<file path="src/hdl/timer_pkg.sv">
/*
 * Package for the dual timer/counter block: register addresses, reset values,
 * field positions, counting modes, interrupt vectors and the carrier structs.
 * Assumes an 8-bit register address space with byte-wide registers.
 */
package timer_pkg;

   // ----------------------------------------------------------------------
   // Register addresses
   // ----------------------------------------------------------------------
   localparam logic [7:0] ADDR_TIMER_CONTROL_FLAGS       = 8'h88;
   localparam logic [7:0] ADDR_TIMER_MODE_SELECT         = 8'h89;
   localparam logic [7:0] ADDR_TIMER0_COUNT_LOW          = 8'h8A;
   localparam logic [7:0] ADDR_TIMER1_COUNT_LOW          = 8'h8B;
   localparam logic [7:0] ADDR_TIMER0_COUNT_HIGH         = 8'h8C;
   localparam logic [7:0] ADDR_TIMER1_COUNT_HIGH         = 8'h8D;
   localparam logic [7:0] ADDR_INTERRUPT_ENABLE_MASK     = 8'hA8;
   localparam logic [7:0] ADDR_INTERRUPT_PRIORITY_SELECT = 8'hB8;

   // ----------------------------------------------------------------------
   // Reset values
   // ----------------------------------------------------------------------
   localparam logic [7:0] RST_CONTROL_FLAGS = 8'h00;
   localparam logic [7:0] RST_MODE_SELECT   = 8'h00;
   localparam logic [7:0] RST_COUNT         = 8'h00;
   localparam logic [7:0] RST_IRQ_ENABLE    = 8'h00;
   localparam logic [7:0] RST_IRQ_PRIORITY  = 8'h00;
   localparam logic [7:0] UNMAPPED_READ     = 8'h00;

   // ----------------------------------------------------------------------
   // Field positions
   // ----------------------------------------------------------------------
   localparam int BIT_TIMER1_OVERFLOW_FLAG = 7;
   localparam int BIT_TIMER1_RUN_BIT       = 6;
   localparam int BIT_TIMER0_OVERFLOW_FLAG = 5;
   localparam int BIT_TIMER0_RUN_BIT       = 4;
   localparam int BIT_TIMER1_GATE_ENABLE   = 7;
   localparam int BIT_TIMER1_SOURCE_SELECT = 6;
   localparam int BIT_TIMER1_MODE_HIGH     = 5;
   localparam int BIT_TIMER1_MODE_LOW      = 4;
   localparam int BIT_TIMER0_GATE_ENABLE   = 3;
   localparam int BIT_TIMER0_SOURCE_SELECT = 2;
   localparam int BIT_TIMER0_MODE_HIGH     = 1;
   localparam int BIT_TIMER0_MODE_LOW      = 0;
   localparam int BIT_GLOBAL_IRQ_ENABLE    = 7;
   localparam int BIT_TIMER1_IRQ_ENABLE    = 3;
   localparam int BIT_TIMER0_IRQ_ENABLE    = 1;
   localparam int BIT_TIMER1_IRQ_PRIORITY  = 3;
   localparam int BIT_TIMER0_IRQ_PRIORITY  = 1;
   localparam logic [7:0] PRIORITY_IMPL_MASK = 8'h3F;

   // ----------------------------------------------------------------------
   // Counting constants and interrupt vectors
   // ----------------------------------------------------------------------
   localparam logic [3:0]  TIMER_TICK_CYCLES = 4'hC;
   localparam logic [3:0]  TIMER_TICK_LAST   = TIMER_TICK_CYCLES - 4'h1;
   localparam logic [15:0] TIMER0_VECTOR     = 16'h000B;
   localparam logic [15:0] TIMER1_VECTOR     = 16'h001B;
   localparam int          TIMER0_NATURAL_PRIORITY = 2;
   localparam int          TIMER1_NATURAL_PRIORITY = 4;

   // ----------------------------------------------------------------------
   // Types
   // ----------------------------------------------------------------------
   typedef enum logic [1:0] {
      MODE_13BIT  = 2'b00,
      MODE_16BIT  = 2'b01,
      MODE_RELOAD = 2'b10,
      MODE_SPLIT  = 2'b11
   } mode_e;

   typedef struct packed {
      logic [7:0] addr;
      logic [7:0] wdata;
      logic       wr;
      logic       rd;
   } reg_req_s;

   typedef struct packed {
      logic [7:0] hi;
      logic [7:0] lo;
      logic       ovf;
   } cnt_s;

endpackage

</file>
<file path="src/hdl/dual_timer_counter_block.sv">
/*
 * Two 16-bit timer/counters with four modes each, pin synchronisers,
 * a divide-by-twelve tick, overflow flags and interrupt request outputs.
 * Assumes a processor-side register port with read data one cycle later
 * and an acknowledge pulse carrying the vector being entered.
 */
// Operation
// - Two-bit mode field picks 13-bit, 16-bit, 8-bit reload or split mode.
// - Mode 0 counts high register above low five bits of low register.
// - Timer 1 low register top three bits are ignored in mode 0.
// - Roll-over of all valid bits in 13-bit mode sets the overflow flag.
// - Mode 1 cascades high and low registers into one 16-bit counter.
// - Mode 2 low register counts; overflow sets flag and reloads from high.
// - Split mode: timer 0 low uses timer 0 controls and flag.
// - Split mode: timer 0 high counts ticks, runs on timer 1 run bit, sets flag 1.
// - Timer 1 in mode 3 holds its count.
// - With timer 0 split, timer 1 still counts and emits overflow pulses.
// - Timer 0 counts when run bit set and gate disabled or gate pin high.
// - Timer 1 counts when run bit set and gate disabled or gate pin high.
// - Timer 1 gate-enable is mode bit 7, gating by its gate pin.
// - Source select 1 counts count-pin falling edges, 0 counts internal ticks.
// - Internal tick advances the count once per twelve clocks.
// - Count pins are sampled every clock; falls found from successive samples.
// - Entering a timer vector clears its overflow flag; vectors 0x0B, 0x1B.
// - Software can set or clear interrupt flags just like hardware.
// - Request needs global enable bit 7 and timer enable bit 1 or 3.
// - Priority register holds bits 5 to 0, outputs use bits 1 and 3; top two bits read zero.
`timescale 1ns/100ps

module dual_timer_counter_block (
   // Clock and reset
   input  wire logic              core_clk,
   input  wire logic              resetn,
   // Register port
   input  wire timer_pkg::reg_req_s reg_req,
   output logic [7:0]             reg_rdata,
   // Interrupt acknowledge
   input  wire logic              irq_ack,
   input  wire logic [15:0]       irq_ack_vector,
   // External pins
   input  wire logic              timer0_count_pin,
   input  wire logic              timer1_count_pin,
   input  wire logic              timer0_gate_pin,
   input  wire logic              timer1_gate_pin,
   // Interrupt and overflow outputs
   output logic                   timer0_irq_req,
   output logic                   timer1_irq_req,
   output logic                   timer0_irq_high,
   output logic                   timer1_irq_high,
   output logic                   timer1_overflow_pulse
);
   import timer_pkg::*;

   // ----------------------------------------------------------------------
   // Registers
   // ----------------------------------------------------------------------
   logic [7:0] timer_control_flags_q;
   logic [7:0] timer_control_flags_d;
   logic [7:0] timer_mode_select_q;
   logic [7:0] timer0_count_low_q;
   logic [7:0] timer0_count_low_d;
   logic [7:0] timer0_count_high_q;
   logic [7:0] timer0_count_high_d;
   logic [7:0] timer1_count_low_q;
   logic [7:0] timer1_count_low_d;
   logic [7:0] timer1_count_high_q;
   logic [7:0] timer1_count_high_d;
   logic [7:0] interrupt_enable_mask_q;
   logic [7:0] interrupt_priority_select_q;
   logic [7:0] rdata_q;
   logic [7:0] rdata_d;
   logic [3:0] tick_cnt_q;
   logic       irq0_q;
   logic       irq1_q;
   logic       ovf_pulse_q;

   // ----------------------------------------------------------------------
   // Pin synchronisers
   // ----------------------------------------------------------------------
   // Index 0/1 are count pins, 2/3 are gate pins.
   logic [3:0] pin_raw;
   logic [3:0] pin_filt;
   logic [3:0] pin_fall;

   assign pin_raw = {timer1_gate_pin, timer0_gate_pin, timer1_count_pin, timer0_count_pin};

   genvar gi;
   generate
      for (gi = 0; gi < 4; gi++) begin : g_pin_sync
         logic s1_q;
         logic s2_q;
         logic s3_q;
         logic filt_q;
         logic prev_q;
         always_ff @(posedge core_clk or negedge resetn) begin
            if (!resetn) begin
               s1_q   <= 1'b0;
               s2_q   <= 1'b0;
               s3_q   <= 1'b0;
               filt_q <= 1'b0;
               prev_q <= 1'b0;
            end else begin
               s1_q   <= pin_raw[gi];
               s2_q   <= s1_q;
               s3_q   <= s2_q;
               // A change is taken once the second and third stages agree.
               filt_q <= (s2_q == s3_q) ? s2_q : filt_q;
               prev_q <= filt_q;
            end
         end
         assign pin_filt[gi] = filt_q;
         assign pin_fall[gi] = prev_q & ~filt_q;
      end
   endgenerate

   // ----------------------------------------------------------------------
   // Internal tick
   // ----------------------------------------------------------------------
   wire tick = (tick_cnt_q == TIMER_TICK_LAST);

   always_ff @(posedge core_clk or negedge resetn) begin
      if (!resetn) begin
         tick_cnt_q <= 4'h0;
      end else begin
         tick_cnt_q <= tick ? 4'h0 : tick_cnt_q + 4'h1;
      end
   end

   // ----------------------------------------------------------------------
   // Count control
   // ----------------------------------------------------------------------
   mode_e mode0;
   mode_e mode1;
   assign mode0 = mode_e'(timer_mode_select_q[BIT_TIMER0_MODE_HIGH:BIT_TIMER0_MODE_LOW]);
   assign mode1 = mode_e'(timer_mode_select_q[BIT_TIMER1_MODE_HIGH:BIT_TIMER1_MODE_LOW]);

   wire run0_bit = timer_control_flags_q[BIT_TIMER0_RUN_BIT];
   wire run1_bit = timer_control_flags_q[BIT_TIMER1_RUN_BIT];
   wire t0_run   = run0_bit & (~timer_mode_select_q[BIT_TIMER0_GATE_ENABLE] | pin_filt[2]);
   wire t1_run   = run1_bit & (~timer_mode_select_q[BIT_TIMER1_GATE_ENABLE] | pin_filt[3]);
   wire t0_src   = timer_mode_select_q[BIT_TIMER0_SOURCE_SELECT] ? pin_fall[0] : tick;
   wire t1_src   = timer_mode_select_q[BIT_TIMER1_SOURCE_SELECT] ? pin_fall[1] : tick;
   wire t0_evt   = t0_run & t0_src;
   wire t1_evt   = t1_run & t1_src;
   wire split0   = (mode0 == MODE_SPLIT);
   wire th0_evt  = split0 & run1_bit & tick;

   // One step of a timer in its selected mode; split mode holds here.
   function automatic cnt_s count_step(input mode_e m, input logic [7:0] hi, input logic [7:0] lo,
                                       input logic evt);
      cnt_s        r;
      logic [13:0] s13;
      logic [16:0] s16;
      logic [8:0]  s8;
      r.hi = hi;
      r.lo = lo;
      r.ovf = 1'b0;
      s13 = {1'b0, hi, lo[4:0]} + 14'h0001;
      s16 = {1'b0, hi, lo} + 17'h00001;
      s8  = {1'b0, lo} + 9'h001;
      if (evt) begin
         case (m)
            MODE_13BIT: begin
               // Top three low bits are left alone and play no part.
               r.hi  = s13[12:5];
               r.lo  = {lo[7:5], s13[4:0]};
               r.ovf = s13[13];
            end
            MODE_16BIT: begin
               r.hi  = s16[15:8];
               r.lo  = s16[7:0];
               r.ovf = s16[16];
            end
            MODE_RELOAD: begin
               r.lo  = s8[8] ? hi : s8[7:0];
               r.ovf = s8[8];
            end
            default: begin
               r.ovf = 1'b0;
            end
         endcase
      end
      return r;
   endfunction

   cnt_s t0_step;
   cnt_s t1_step;
   assign t0_step = count_step(mode0, timer0_count_high_q, timer0_count_low_q, t0_evt);
   assign t1_step = count_step(mode1, timer1_count_high_q, timer1_count_low_q, t1_evt);

   wire [8:0] tl0_split = {1'b0, timer0_count_low_q} + 9'h001;
   wire [8:0] th0_split = {1'b0, timer0_count_high_q} + 9'h001;
   wire       tl0_split_ovf = t0_evt & tl0_split[8];
   wire       th0_split_ovf = th0_evt & th0_split[8];

   wire [7:0] t0_lo_next = split0 ? (t0_evt ? tl0_split[7:0] : timer0_count_low_q) : t0_step.lo;
   wire [7:0] t0_hi_next = split0 ? (th0_evt ? th0_split[7:0] : timer0_count_high_q) : t0_step.hi;

   wire tf0_set = split0 ? tl0_split_ovf : t0_step.ovf;
   wire tf1_set = split0 ? th0_split_ovf : t1_step.ovf;

   // ----------------------------------------------------------------------
   // Register access decode
   // ----------------------------------------------------------------------
   wire wr_timer_control_flags = reg_req.wr & (reg_req.addr == ADDR_TIMER_CONTROL_FLAGS);
   wire wr_timer_mode_select = reg_req.wr & (reg_req.addr == ADDR_TIMER_MODE_SELECT);
   wire wr_tl0  = reg_req.wr & (reg_req.addr == ADDR_TIMER0_COUNT_LOW);
   wire wr_tl1  = reg_req.wr & (reg_req.addr == ADDR_TIMER1_COUNT_LOW);
   wire wr_th0  = reg_req.wr & (reg_req.addr == ADDR_TIMER0_COUNT_HIGH);
   wire wr_th1  = reg_req.wr & (reg_req.addr == ADDR_TIMER1_COUNT_HIGH);
   wire wr_ie   = reg_req.wr & (reg_req.addr == ADDR_INTERRUPT_ENABLE_MASK);
   wire wr_ip   = reg_req.wr & (reg_req.addr == ADDR_INTERRUPT_PRIORITY_SELECT);

   assign timer0_count_low_d  = wr_tl0 ? reg_req.wdata : t0_lo_next;
   assign timer0_count_high_d = wr_th0 ? reg_req.wdata : t0_hi_next;
   assign timer1_count_low_d  = wr_tl1 ? reg_req.wdata : t1_step.lo;
   assign timer1_count_high_d = wr_th1 ? reg_req.wdata : t1_step.hi;

   wire ack0 = irq_ack & (irq_ack_vector == TIMER0_VECTOR);
   wire ack1 = irq_ack & (irq_ack_vector == TIMER1_VECTOR);

   wire [7:0] timer_control_flags_base = wr_timer_control_flags ? reg_req.wdata : timer_control_flags_q;
   wire       tf0_keep  = wr_timer_control_flags ? reg_req.wdata[BIT_TIMER0_OVERFLOW_FLAG]
                                  : timer_control_flags_q[BIT_TIMER0_OVERFLOW_FLAG] & ~ack0;
   wire       tf1_keep  = wr_timer_control_flags ? reg_req.wdata[BIT_TIMER1_OVERFLOW_FLAG]
                                  : timer_control_flags_q[BIT_TIMER1_OVERFLOW_FLAG] & ~ack1;

   // A hardware overflow in the same cycle as a clear still sets the flag.
   always_comb begin
      timer_control_flags_d = timer_control_flags_base;
      timer_control_flags_d[BIT_TIMER0_OVERFLOW_FLAG] = tf0_keep | tf0_set;
      timer_control_flags_d[BIT_TIMER1_OVERFLOW_FLAG] = tf1_keep | tf1_set;
   end

   // Read data mux for the cycle after a read strobe.
   always_comb begin
      if (!reg_req.rd) begin
         rdata_d = UNMAPPED_READ;
      end else if (reg_req.addr == ADDR_TIMER_CONTROL_FLAGS) begin
         rdata_d = timer_control_flags_q;
      end else if (reg_req.addr == ADDR_TIMER_MODE_SELECT) begin
         rdata_d = timer_mode_select_q;
      end else if (reg_req.addr == ADDR_TIMER0_COUNT_LOW) begin
         rdata_d = timer0_count_low_q;
      end else if (reg_req.addr == ADDR_TIMER1_COUNT_LOW) begin
         rdata_d = timer1_count_low_q;
      end else if (reg_req.addr == ADDR_TIMER0_COUNT_HIGH) begin
         rdata_d = timer0_count_high_q;
      end else if (reg_req.addr == ADDR_TIMER1_COUNT_HIGH) begin
         rdata_d = timer1_count_high_q;
      end else if (reg_req.addr == ADDR_INTERRUPT_ENABLE_MASK) begin
         rdata_d = interrupt_enable_mask_q;
      end else if (reg_req.addr == ADDR_INTERRUPT_PRIORITY_SELECT) begin
         rdata_d = interrupt_priority_select_q;
      end else begin
         rdata_d = UNMAPPED_READ;
      end
   end

   // ----------------------------------------------------------------------
   // Interrupt request terms
   // ----------------------------------------------------------------------
   wire irq0_d = timer_control_flags_q[BIT_TIMER0_OVERFLOW_FLAG]
               & interrupt_enable_mask_q[BIT_GLOBAL_IRQ_ENABLE]
               & interrupt_enable_mask_q[BIT_TIMER0_IRQ_ENABLE];
   wire irq1_d = timer_control_flags_q[BIT_TIMER1_OVERFLOW_FLAG]
               & interrupt_enable_mask_q[BIT_GLOBAL_IRQ_ENABLE]
               & interrupt_enable_mask_q[BIT_TIMER1_IRQ_ENABLE];

   // ----------------------------------------------------------------------
   // State update
   // ----------------------------------------------------------------------
   always_ff @(posedge core_clk or negedge resetn) begin
      if (!resetn) begin
         timer_control_flags_q <= RST_CONTROL_FLAGS;
         timer_mode_select_q   <= RST_MODE_SELECT;
         timer0_count_low_q    <= RST_COUNT;
         timer0_count_high_q   <= RST_COUNT;
         timer1_count_low_q    <= RST_COUNT;
         timer1_count_high_q   <= RST_COUNT;
      end else begin
         timer_control_flags_q <= timer_control_flags_d;
         timer_mode_select_q   <= wr_timer_mode_select ? reg_req.wdata : timer_mode_select_q;
         timer0_count_low_q    <= timer0_count_low_d;
         timer0_count_high_q   <= timer0_count_high_d;
         timer1_count_low_q    <= timer1_count_low_d;
         timer1_count_high_q   <= timer1_count_high_d;
      end
   end

   always_ff @(posedge core_clk or negedge resetn) begin
      if (!resetn) begin
         interrupt_enable_mask_q     <= RST_IRQ_ENABLE;
         interrupt_priority_select_q <= RST_IRQ_PRIORITY;
         rdata_q                     <= UNMAPPED_READ;
         irq0_q                      <= 1'b0;
         irq1_q                      <= 1'b0;
         ovf_pulse_q                 <= 1'b0;
      end else begin
         interrupt_enable_mask_q     <= wr_ie ? reg_req.wdata : interrupt_enable_mask_q;
         interrupt_priority_select_q <= wr_ip ? (reg_req.wdata & PRIORITY_IMPL_MASK)
                                              : interrupt_priority_select_q;
         rdata_q                     <= rdata_d;
         irq0_q                      <= irq0_d;
         irq1_q                      <= irq1_d;
         ovf_pulse_q                 <= t1_step.ovf;
      end
   end

   // ----------------------------------------------------------------------
   // Outputs
   // ----------------------------------------------------------------------
   assign reg_rdata             = rdata_q;
   assign timer0_irq_req        = irq0_q;
   assign timer1_irq_req        = irq1_q;
   assign timer0_irq_high       = interrupt_priority_select_q[BIT_TIMER0_IRQ_PRIORITY];
   assign timer1_irq_high       = interrupt_priority_select_q[BIT_TIMER1_IRQ_PRIORITY];
   assign timer1_overflow_pulse = ovf_pulse_q;

endmodule

</file>
<file path="config.mk">
export PLATFORM = sky130hd
export DESIGN_NAME = dual_timer_counter_block
export DESIGN_NICKNAME = d
export VERILOG_FILES = /design/src/hdl/timer_pkg.sv /design/src/hdl/dual_timer_counter_block.sv
export SDC_FILE = /design/constraint.sdc
export NUM_CORES = 1
export LEC_CHECK = 0
export BUFFER_PORTS_ARGS = -buffer_cell sky130_fd_sc_hd__buf_2
export CORE_AREA = 2 2 123 125
export DETAILED_ROUTE_END_ITERATION = 8
export DIE_AREA = 0 0 125 127
export GPL_TIMING_DRIVEN = 0
export PLACE_DENSITY = 0.64
export SKIP_LAST_GASP = 1
export SLEW_MARGIN = 40
export SYNTH_ARGS = -nofsm -noshare
export SYNTH_HDL_FRONTEND = slang
export SYNTH_SLANG_ARGS = --single-unit
</file>
<file path="constraint.sdc">
create_clock -name core_clk -period 2.9 [get_ports core_clk]
set_input_delay 0.58 -clock core_clk [delete_from_list [all_inputs] [get_ports core_clk]]
set_output_delay 0.58 -clock core_clk [all_outputs]
set_load 0.03 [all_outputs]
</file>
Word-level counts from Yosys, hierarchy flattened
Cells that the tools add are included.
Widths: inputs -> output; s select.

storage, ports and cells
  bits in registers = 95
  input port bits = 41
  output and inout bits = 13
  word-level logic and storage cells = 153

operators by class
  add/sub/neg operators = 8
  equality and inequality tests = 23
  multiplexer cells = 34
  bitwise gates (word level) = 36
  reduce and logical (&&, ||, !) cells = 18

operators with widths
  operator               number
  $mux 8                 18
  $eq 8x8->1 const B     8
  $pmux 8 s3             2
  $add 16x1->17 const B  2
  $mux 17                2
  $pmux 8 s2             2
  $add 13x1->14 const B  2
  $add 8x1->9 const B    3
  $and 1x1->1            26
  $eq 16x4->1 const B    1
  $eq 16x5->1 const B    1
  $reduce_bool 4->1      3
  $reduce_and 3->1       3
  $reduce_bool 3->1      3
  $eq 2x2->1 const B     3
  $mux 1                 6
  $mux 6                 1
  $not 1->1              6
  $pmux 1 s3             2
  $reduce_and 2->1       3
  $reduce_bool 2->1      3
  $reduce_bool 5->1      1
  $add 4x1->4 const B    1
  $eq 1x1->1             4
  8 further kinds        13

Logic depth before layout (Yosys ltp)
Gate-level depths: netlist of the first run.

  word-level depth = 10
  depth in mapped cells = 8
  gate-level depth less buffers = 7

Worst setup path before layout of the first run
Ideal clock, no wire load.

  path kind = input to register
  start point = input reg_req[11] (netlist bit)
  end point = register timer0_count_high_q[3]
  setup time = 131 ps
  data arrival time = 1,994 ps
  required time = 2,769 ps
  slack = 775 ps
  stages on the path = 7
  path buffers = 2
  cell sequence = buf_2 and4bb_1 and3_1 clkbuf_1 a21oi_1 and3_1 or3_1

on the way
  longest elaborated chain between the ends = 4
  elaborated cells on any way between the ends = 7
  those cells by class = eq/ne: 2; mux: 1; bitwise: 1; reduce/logical: 3

RTL lines
  what                                                 RTL line                         source
  start: declaration                                   dual_timer_counter_block.sv:35   input wire timer_pkg::reg_req_s reg_req,
  $eq 8x8->1 (*)                                       dual_timer_counter_block.sv:209  wire wr_th0 = reg_req.wr & (reg_req.addr == ADDR_TIMER0_COUNT_HIGH);
  $and 1x1->1 (*)                                      dual_timer_counter_block.sv:209
  $ne 3x1->1 (no source line) (tied with other cells)  -
  $reduce_and 3->1 (no source line)                    -
  end signal: assignment                               dual_timer_counter_block.sv:285  timer0_count_high_q <= timer0_count_high_d;
  end: declaration                                     dual_timer_counter_block.sv:62   logic [7:0] timer0_count_high_q;

Every way passes the cells marked *; elsewhere a longest branch is shown, timed or not.
A chain may end at the register's enable or synchronous reset.

Worst setup path in the final report of the first run
  start point = register timer_mode_select_q[1]
  end point = register timer0_count_high_q[7]

on the way
  longest elaborated chain between the ends = 5
  elaborated cells on any way between the ends = 13
  those cells by class = eq/ne: 3; mux: 4; bitwise: 2; reduce/logical: 4

RTL lines
  what                                                                RTL line                                                          source
  start: declaration                                                  dual_timer_counter_block.sv:59                                    logic [7:0] timer_mode_select_q;
  start signal: assignment                                            dual_timer_counter_block.sv:283                                   timer_mode_select_q <= wr_timer_mode_select ? reg_req.wdata : timer_mode_select_q;
  $eq 2x2->1 (tied with other cells)                                  dual_timer_counter_block.sv:145                                   wire split0 = (mode0 == MODE_SPLIT);
  $and 1x1->1 / $pmux 8 s2 (equally long branches)                    dual_timer_counter_block.sv:146, dual_timer_counter_block.sv:162
  $and 1x1->1 / $mux 17 (equally long branches)                       dual_timer_counter_block.sv:146, dual_timer_counter_block.sv:161
  $ne 3x1->1 (no source line) / $mux 8 (equally long branches)        -
  $reduce_and 3->1 (no source line) / $mux 8 (equally long branches)  -

Several ways; a longest one is shown, not always the timed one. The select of a mux whose other input is x is not followed.

==> impl_metrics.tcl, run 1 <==
set metrics [dict create \
    outcome "completed" \
    ys_types 78 \
    r2r_slack_ns 0.43 \
    synth_ff_type "dfrtp_1" \
    dieWidth_um 125 \
    num_antenna_cells 0 \
    power.leakage_nw 2.82 \
    io_buffers 51 \
    p_per_area_nw_per_um2 514 \
    antenna_found_initial 0 \
    required_ns 3.18 \
    ant_nets 0 \
    seq_power_share 0.446 \
    grt_setup_unrepaired "no" \
    syn_nets 667 \
    async_flop_share 1.00 \
    ys_seq_area_frac 0.414 \
    irDropWorstVdd_v 0.000395 \
    worst_ep_arrival_time_ns 2.74 \
    grt_max_degree 78 \
    post_cts_resized 0 \
    firstDrtPassIters 6 \
    fin_crit_ns 2.47 \
    p_sw_mw 1.04 \
    worst_pin_slew_ns 0.752 \
    crit_type "reg -> reg" \
    crit_path_end_kind "flop" \
    swShare 0.307 \
    grt_pass1_vias 5037 \
    post-route-drc-count 0 \
    clkSinkCount 95 \
    synthTopCellsByArea "dfrtp_1, mux2_2, a21oi_1" \
    core_area_um2 14400 \
    synth_top_area_share 0.414 \
    fp-row-count 44 \
    via_count 5295 \
    synth_top_area_cell "dfrtp_1" \
    cts_hold_buffers 0 \
    drv_slew 0 \
    synth-seq-cells 95 \
    p_int_mw 2.34 \
    clock_path_buffers 2 \
    finalClockSkew_ns 0.00694 \
    clk_pin_slew_ns 0.07 \
    cts_setup_buffers 0 \
    dp_hpwl_um 13000 \
    drt-vias-per-instance 6.11 \
    place_area_um2 6270 \
    finalCritPeriodShare 0.850 \
    final_cell_mix "dfrtp_1, buf_2, nor2_1" \
    final_nets 730 \
    cts_made_buffers 9 \
    drt_iter0_markers 598 \
    final_common_cell "dfrtp_1" \
    synth_edf_count 0 \
    initial_core_util 0.398 \
    fmax_ghz 0.405 \
    grt_usage 0.229 \
    gp_congestion 0.979 \
    wl_per_cell_um 20.5 \
    cp-start-kind "flop" \
    combPwrFrac 0.182 \
    synth_area_um2 5740 \
    synthCells 614 \
    syn2layout_area_growth_pct 14.5 \
    dieArea_um2 15900 \
    avgSynthCellArea_um2 9.35 \
    cts-root-buf "clkbuf_16" \
    drv_cap 0 \
    grt_pass1_wl_um 28300 \
    setup_viol 0 \
    hold_class "in -> async" \
    num_io_pins 54 \
    slew_headroom 0.498 \
    final_area_um2 6570 \
    yosysWarnings 0 \
    hold_violations 0 \
    drive_gt1_frac 0.172 \
    dieHeight_um 127 \
    cts_tree "yes" \
    setup_tns_ns 0 \
    h-tree-depth 3 \
    grt_overflow 0 \
    routed_wl_um 17700 \
    p_clk_frac 0.372 \
    insertion_delay_ns 0.36 \
    worstPathMaxFanout 8 \
]
==> area by class of cell <==
class,instances,area [um2]
Inverter,24,90.1
Timing Repair Buffer,52,293
Fill cell,1389,7850
Multi-Input combinational cell,458,3120
Sequential cell,95,2380
Clock inverter,5,62.6
Buffer,37,160
Tap cell,184,230
Clock buffer,11,243
==> cell usage after synthesis, types with 3 or more instances <==
master    number
dfrtp_1       95
nor2_1        44
nand2_1       41
a21oi_1       34
o21ai_0       34
mux2_2        27
nand3_1       25
inv_1         24
clkbuf_1      23
nand4_1       16
mux2i_1       14
nor3_1        14
a31oi_1       13
xnor2_1       13
and3_1        12
ha_1          12
buf_2         11
o22ai_1       11
a211oi_1       9
a221oi_1       9
a22o_1         9
nor2b_1        7
and2_1         6
and4_1         6
o211ai_1       6
o31ai_1        6
nor4_1         5
o21ai_1        5
o221ai_1       5
xor2_1         5
maj3_1         4
a21o_1         3
a22oi_1        3
nand3b_1       3
o21a_1         3
or3_1          3
==> registers in the layout, indices dropped and copies added (netlist names), 6 cells and up <==
signal,cells
interrupt_enable_mask_q,8
reg_rdata,8
timer0_count_high_q,8
timer0_count_low_q,8
timer1_count_high_q,8
timer1_count_low_q,8
timer_control_flags_q,8
timer_mode_select_q,8
interrupt_priority_select_q,6
==> metrics by stage <==
step                 util  setup WS, ns  hold WS (ns)  cells  power (mW)
CTS                 0.456         0.451        0.0342    866        3.38
global route        0.456         0.195        0.0362    866        3.54
finish              0.456         0.434        0.0318    866        3.38
global placement    0.432         0.297         0.335    849        2.11
floorplan               -         0.775         0.284    614        1.90
detailed placement  0.435         0.253         0.342    850        2.13
==> routing by layer <==
layer  track usage  up-vias  part of all wire
met5             0        -                 0
met4         0.105        0             0.034
met3        0.0402       38             0.076
met2         0.342      228              0.44
met1         0.327     2589              0.45
li1              -     2440                 -
==> power groups by stage <==
stage	Clock, mW	Combinational, mW	Sequential, mW
6_report	1.25	0.615	1.51
5_1_grt	1.33	0.687	1.52
4_1_cts	1.27	0.607	1.50
3_5_place_dp	0	0.604	1.53
3_3_place_gp	0	0.586	1.53
2_1_floorplan	0	0.412	1.49
==> cell families after synthesis <==
logic type	count (synthesis)	share of synthesized area
mux	41	0.0774
simple gates	205	0.193
compound gates	178	0.211
flops	95	0.414
buf+inv	61	0.0436
fa+ha+maj	16	0.0331
xor+xnor	18	0.0275
==> worst paths after layout <==
kind,startpoint,end,cells after the start
max in group asynchronous,resetn,reg_rdata[7]$_DFF_PN0_,2
hold / removal,resetn,g_pin_sync[0].s3_q$_DFF_PN0_,1
hold reg to reg,g_pin_sync[3].s1_q$_DFF_PN0_,g_pin_sync[3].s2_q$_DFF_PN0_,0
min in group core_clk,timer1_count_pin,g_pin_sync[1].s1_q$_DFF_PN0_,1
setup reg to reg,timer_mode_select_q[1]$_DFFE_PN0P_,timer0_count_high_q[7]$_DFFE_PN0P_,8
setup / recovery,timer_mode_select_q[1]$_DFFE_PN0P_,timer0_count_high_q[7]$_DFFE_PN0P_,8
==> worst max-delay path, cell delays in order (launching register included) <==
cell      delay, ns
dfrtp_1        0.44
inv_1          0.11
ha_1           0.14
clkbuf_1       0.29
nand4_1        0.18
nor3_1         0.48
o21ai_0        0.23
or4_1          0.44
o221ai_1       0.08
No activity file was read; power rests on OpenSTA's default activity.
==> run 2, diff against run 1 <==
Settings changed: ABC_AREA set to 1, CORE_AREA 2 2 123 125 to 2 2 128 130, DIE_AREA 0 0 125 127 to 0 0 130 132.
==> impl_metrics.tcl, run 2 <==
set metrics [dict create \
    ys_types 51 \
    dieHeight_um 132 \
    fin_crit_ns 2.06 \
    final_common_cell "nand2_1" \
    synthCells 846 \
    cts_tree "yes" \
    hold_violations 0 \
    finalClockSkew_ns 0.0113 \
    grt_overflow 0 \
    cts-root-buf "clkbuf_16" \
    synth_top_area_cell "dfrtp_1" \
    fmax_ghz 0.485 \
    cp-start-kind "flop" \
    synthTopCellsByArea "dfrtp_1, nand2_1, nand3_1" \
    wl_met3_um 1110 \
    fin_total_pwr_mw 3.23 \
    syn2layout_area_growth_pct 14.4 \
    swShare 0.305 \
    pre_cts_ws_ns 0.827 \
    syn_nets 899 \
    slew_headroom 0.637 \
    grt_setup_unrepaired "no" \
    combPwrFrac 0.129 \
    wl_met1_um 8290 \
    whs_ns 0.103 \
    p_per_area_nw_per_um2 455 \
    p_clk_frac 0.403 \
    drive_gt1_frac 0.162 \
    grt_pass1_vias 5518 \
    final_nets 963 \
    initial_core_util 0.394 \
    critPathSlowestCell "dfrtp_1" \
    fp-row-count 46 \
    clkSinkCount 95 \
    setup_tns_ns 0 \
    num_antenna_cells 0 \
    antenna_found_initial 0 \
    worst-path-buf-inv 2 \
    h-tree-depth 3 \
    required_ns 3.16 \
    top_layer "met4" \
    finalCritPeriodShare 0.710 \
    hold_class "in -> async" \
    setup_viol 0 \
    drt-vias-per-instance 5.19 \
    ant_nets 0 \
    post_cts_resized 0 \
    drv_slew 0 \
    final_cell_mix "nand2_1, nand3_1, inv_1" \
    crit_path_end_kind "flop" \
    grt_usage 0.226 \
    synth_edf_count 0 \
    ys_top_cells_by_count "nand2_1, nand3_1, inv_1" \
    seq_power_share 0.467 \
    cp_cell_sequence "ha_1 -> inv_1 -> nor2_4 -> nand3_1 -> nand2_1 -> inv_1 -> nand2_1 -> a21oi_1 -> nor2_1 -> nor2_1" \
    power.leakage_nw 3.47 \
    dp_hpwl_um 13900 \
    synth_ff_type "dfrtp_1" \
    insertion_delay_ns 0.37 \
    wl_met2_um 8430 \
    routed_wl_um 18400 \
    grt_max_degree 50 \
    firstDrtPassIters 5 \
    wl_per_cell_um 16.3 \
    crit_family "simple AND/OR/NAND/NOR gates" \
    cts_hold_buffers 0 \
    post-route-drc-count 0 \
    drt_iter0_markers 580 \
    cts_setup_buffers 0 \
    core_area_um2 15700 \
    grt_pass1_wl_um 29600 \
    irDropWorstVdd_v 0.000353 \
    io_buffers 52 \
    outcome "completed" \
    dieWidth_um 130 \
    p_sw_mw 0.985 \
    worstPathMaxFanout 7 \
    worst_slack_ns 0.840 \
    via_count 5873 \
    p_int_mw 2.24 \
    gp_congestion 0.949 \
    yosysWarnings 0 \
    synth_area_um2 6190 \
    synth_top_area_share 0.384 \
    crit_type "reg -> reg" \
    synth-seq-cells 95 \
    slowest_delay_ns 0.50 \
    avgSynthCellArea_um2 7.32 \
    synth_most_common_cell "nand2_1" \
    ys_seq_area_frac 0.384 \
    clk_pin_slew_ns 0.08 \
    cts_made_buffers 9 \
    clock_path_buffers 2 \
    worst_pin_slew_ns 0.545 \
    worst_ep_arrival_time_ns 2.32 \
    num_io_pins 54 \
    async_flop_share 1.00 \
    dieArea_um2 17200 \
    fin_util 0.451 \
    drv_cap 0 \
]
==> run 2: worst paths after layout <==
kind | startpoint | end | slack, ns | cells past startpoint
hold / removal | resetn | g_pin_sync[3].s1_q$_DFF_PN0_ | 0.10 | 1
setup reg to reg | timer0_count_low_q[0]$_DFFE_PN0P_ | timer0_count_high_q[0]$_DFFE_PN0P_ | 0.84 | 10
hold reg to reg | g_pin_sync[1].s1_q$_DFF_PN0_ | g_pin_sync[1].s2_q$_DFF_PN0_ | 0.35 | 0
max in group asynchronous | resetn | timer1_count_high_q[3]$_DFFE_PN0P_ | 2.22 | 2
setup / recovery | timer0_count_low_q[0]$_DFFE_PN0P_ | timer0_count_high_q[0]$_DFFE_PN0P_ | 0.84 | 10
min in group core_clk | timer1_count_pin | g_pin_sync[1].s1_q$_DFF_PN0_ | 0.32 | 1
==> run 2: power groups by stage <==
| stage | clock network, mW | logic, mW | registers (mW) |
|---|---|---|---|
| 6_report | 1.30 | 0.418 | 1.51 |
| 3_5_place_dp | 0 | 0.415 | 1.53 |
| 3_3_place_gp | 0 | 0.403 | 1.53 |
| 2_1_floorplan | 0 | 0.266 | 1.49 |
| 5_1_grt | 1.37 | 0.473 | 1.52 |
| 4_1_cts | 1.32 | 0.417 | 1.51 |
==> run 2: cells by family (layout without fill, tap and decap cells) <==
family / after synthesis / after routing / synth area share
compound gates: 127 / 127 / 0.126
xor+xnor: 13 / 13 / 0.0184
fa+ha+maj: 16 / 16 / 0.0307
buf+inv: 131 / 200 / 0.0889
flops: 95 / 95 / 0.384
simple gates: 464 / 464 / 0.352
==> run 2: through the flow <==
| step | instances | instance area (um2) |
|---|---|---|
| after floorplan | 846 | 6190 |
| after global placement | 1114 | 6730 |
| after detailed placement | 1115 | 6760 |
| after CTS | 1131 | 7080 |
| after global routing | 1131 | 7080 |
| final | 1131 | 7080 |
==> run 2: worst reg2reg max path, stage by stage, from the launching register on <==
cell and delay [ns]:
dfrtp_1 0.50, ha_1 0.34, inv_1 0.13, nor2_4 0.21, nand3_1 0.19, nand2_1 0.20, inv_1 0.09, nand2_1 0.08
a21oi_1 0.07, nor2_1 0.10, nor2_1 0.05
==> run 2: cell type report <==
class,count,area [um2]
fillers,1607,8630
multi-input cells,620,3270
flip-flops and latches,95,2380
inverters,109,415
repair buffers,53,298
well taps,216,270
clock buffers,9,225
plain buffers,22,135
clock inverters,7,96.3
==> run 2: metal layers <==
layer	track usage	vias to the layer above
li1	-	2929
met1	0.312	2712
met2	0.346	197
met3	0.0353	35
met4	0.103	0
met5	0	-
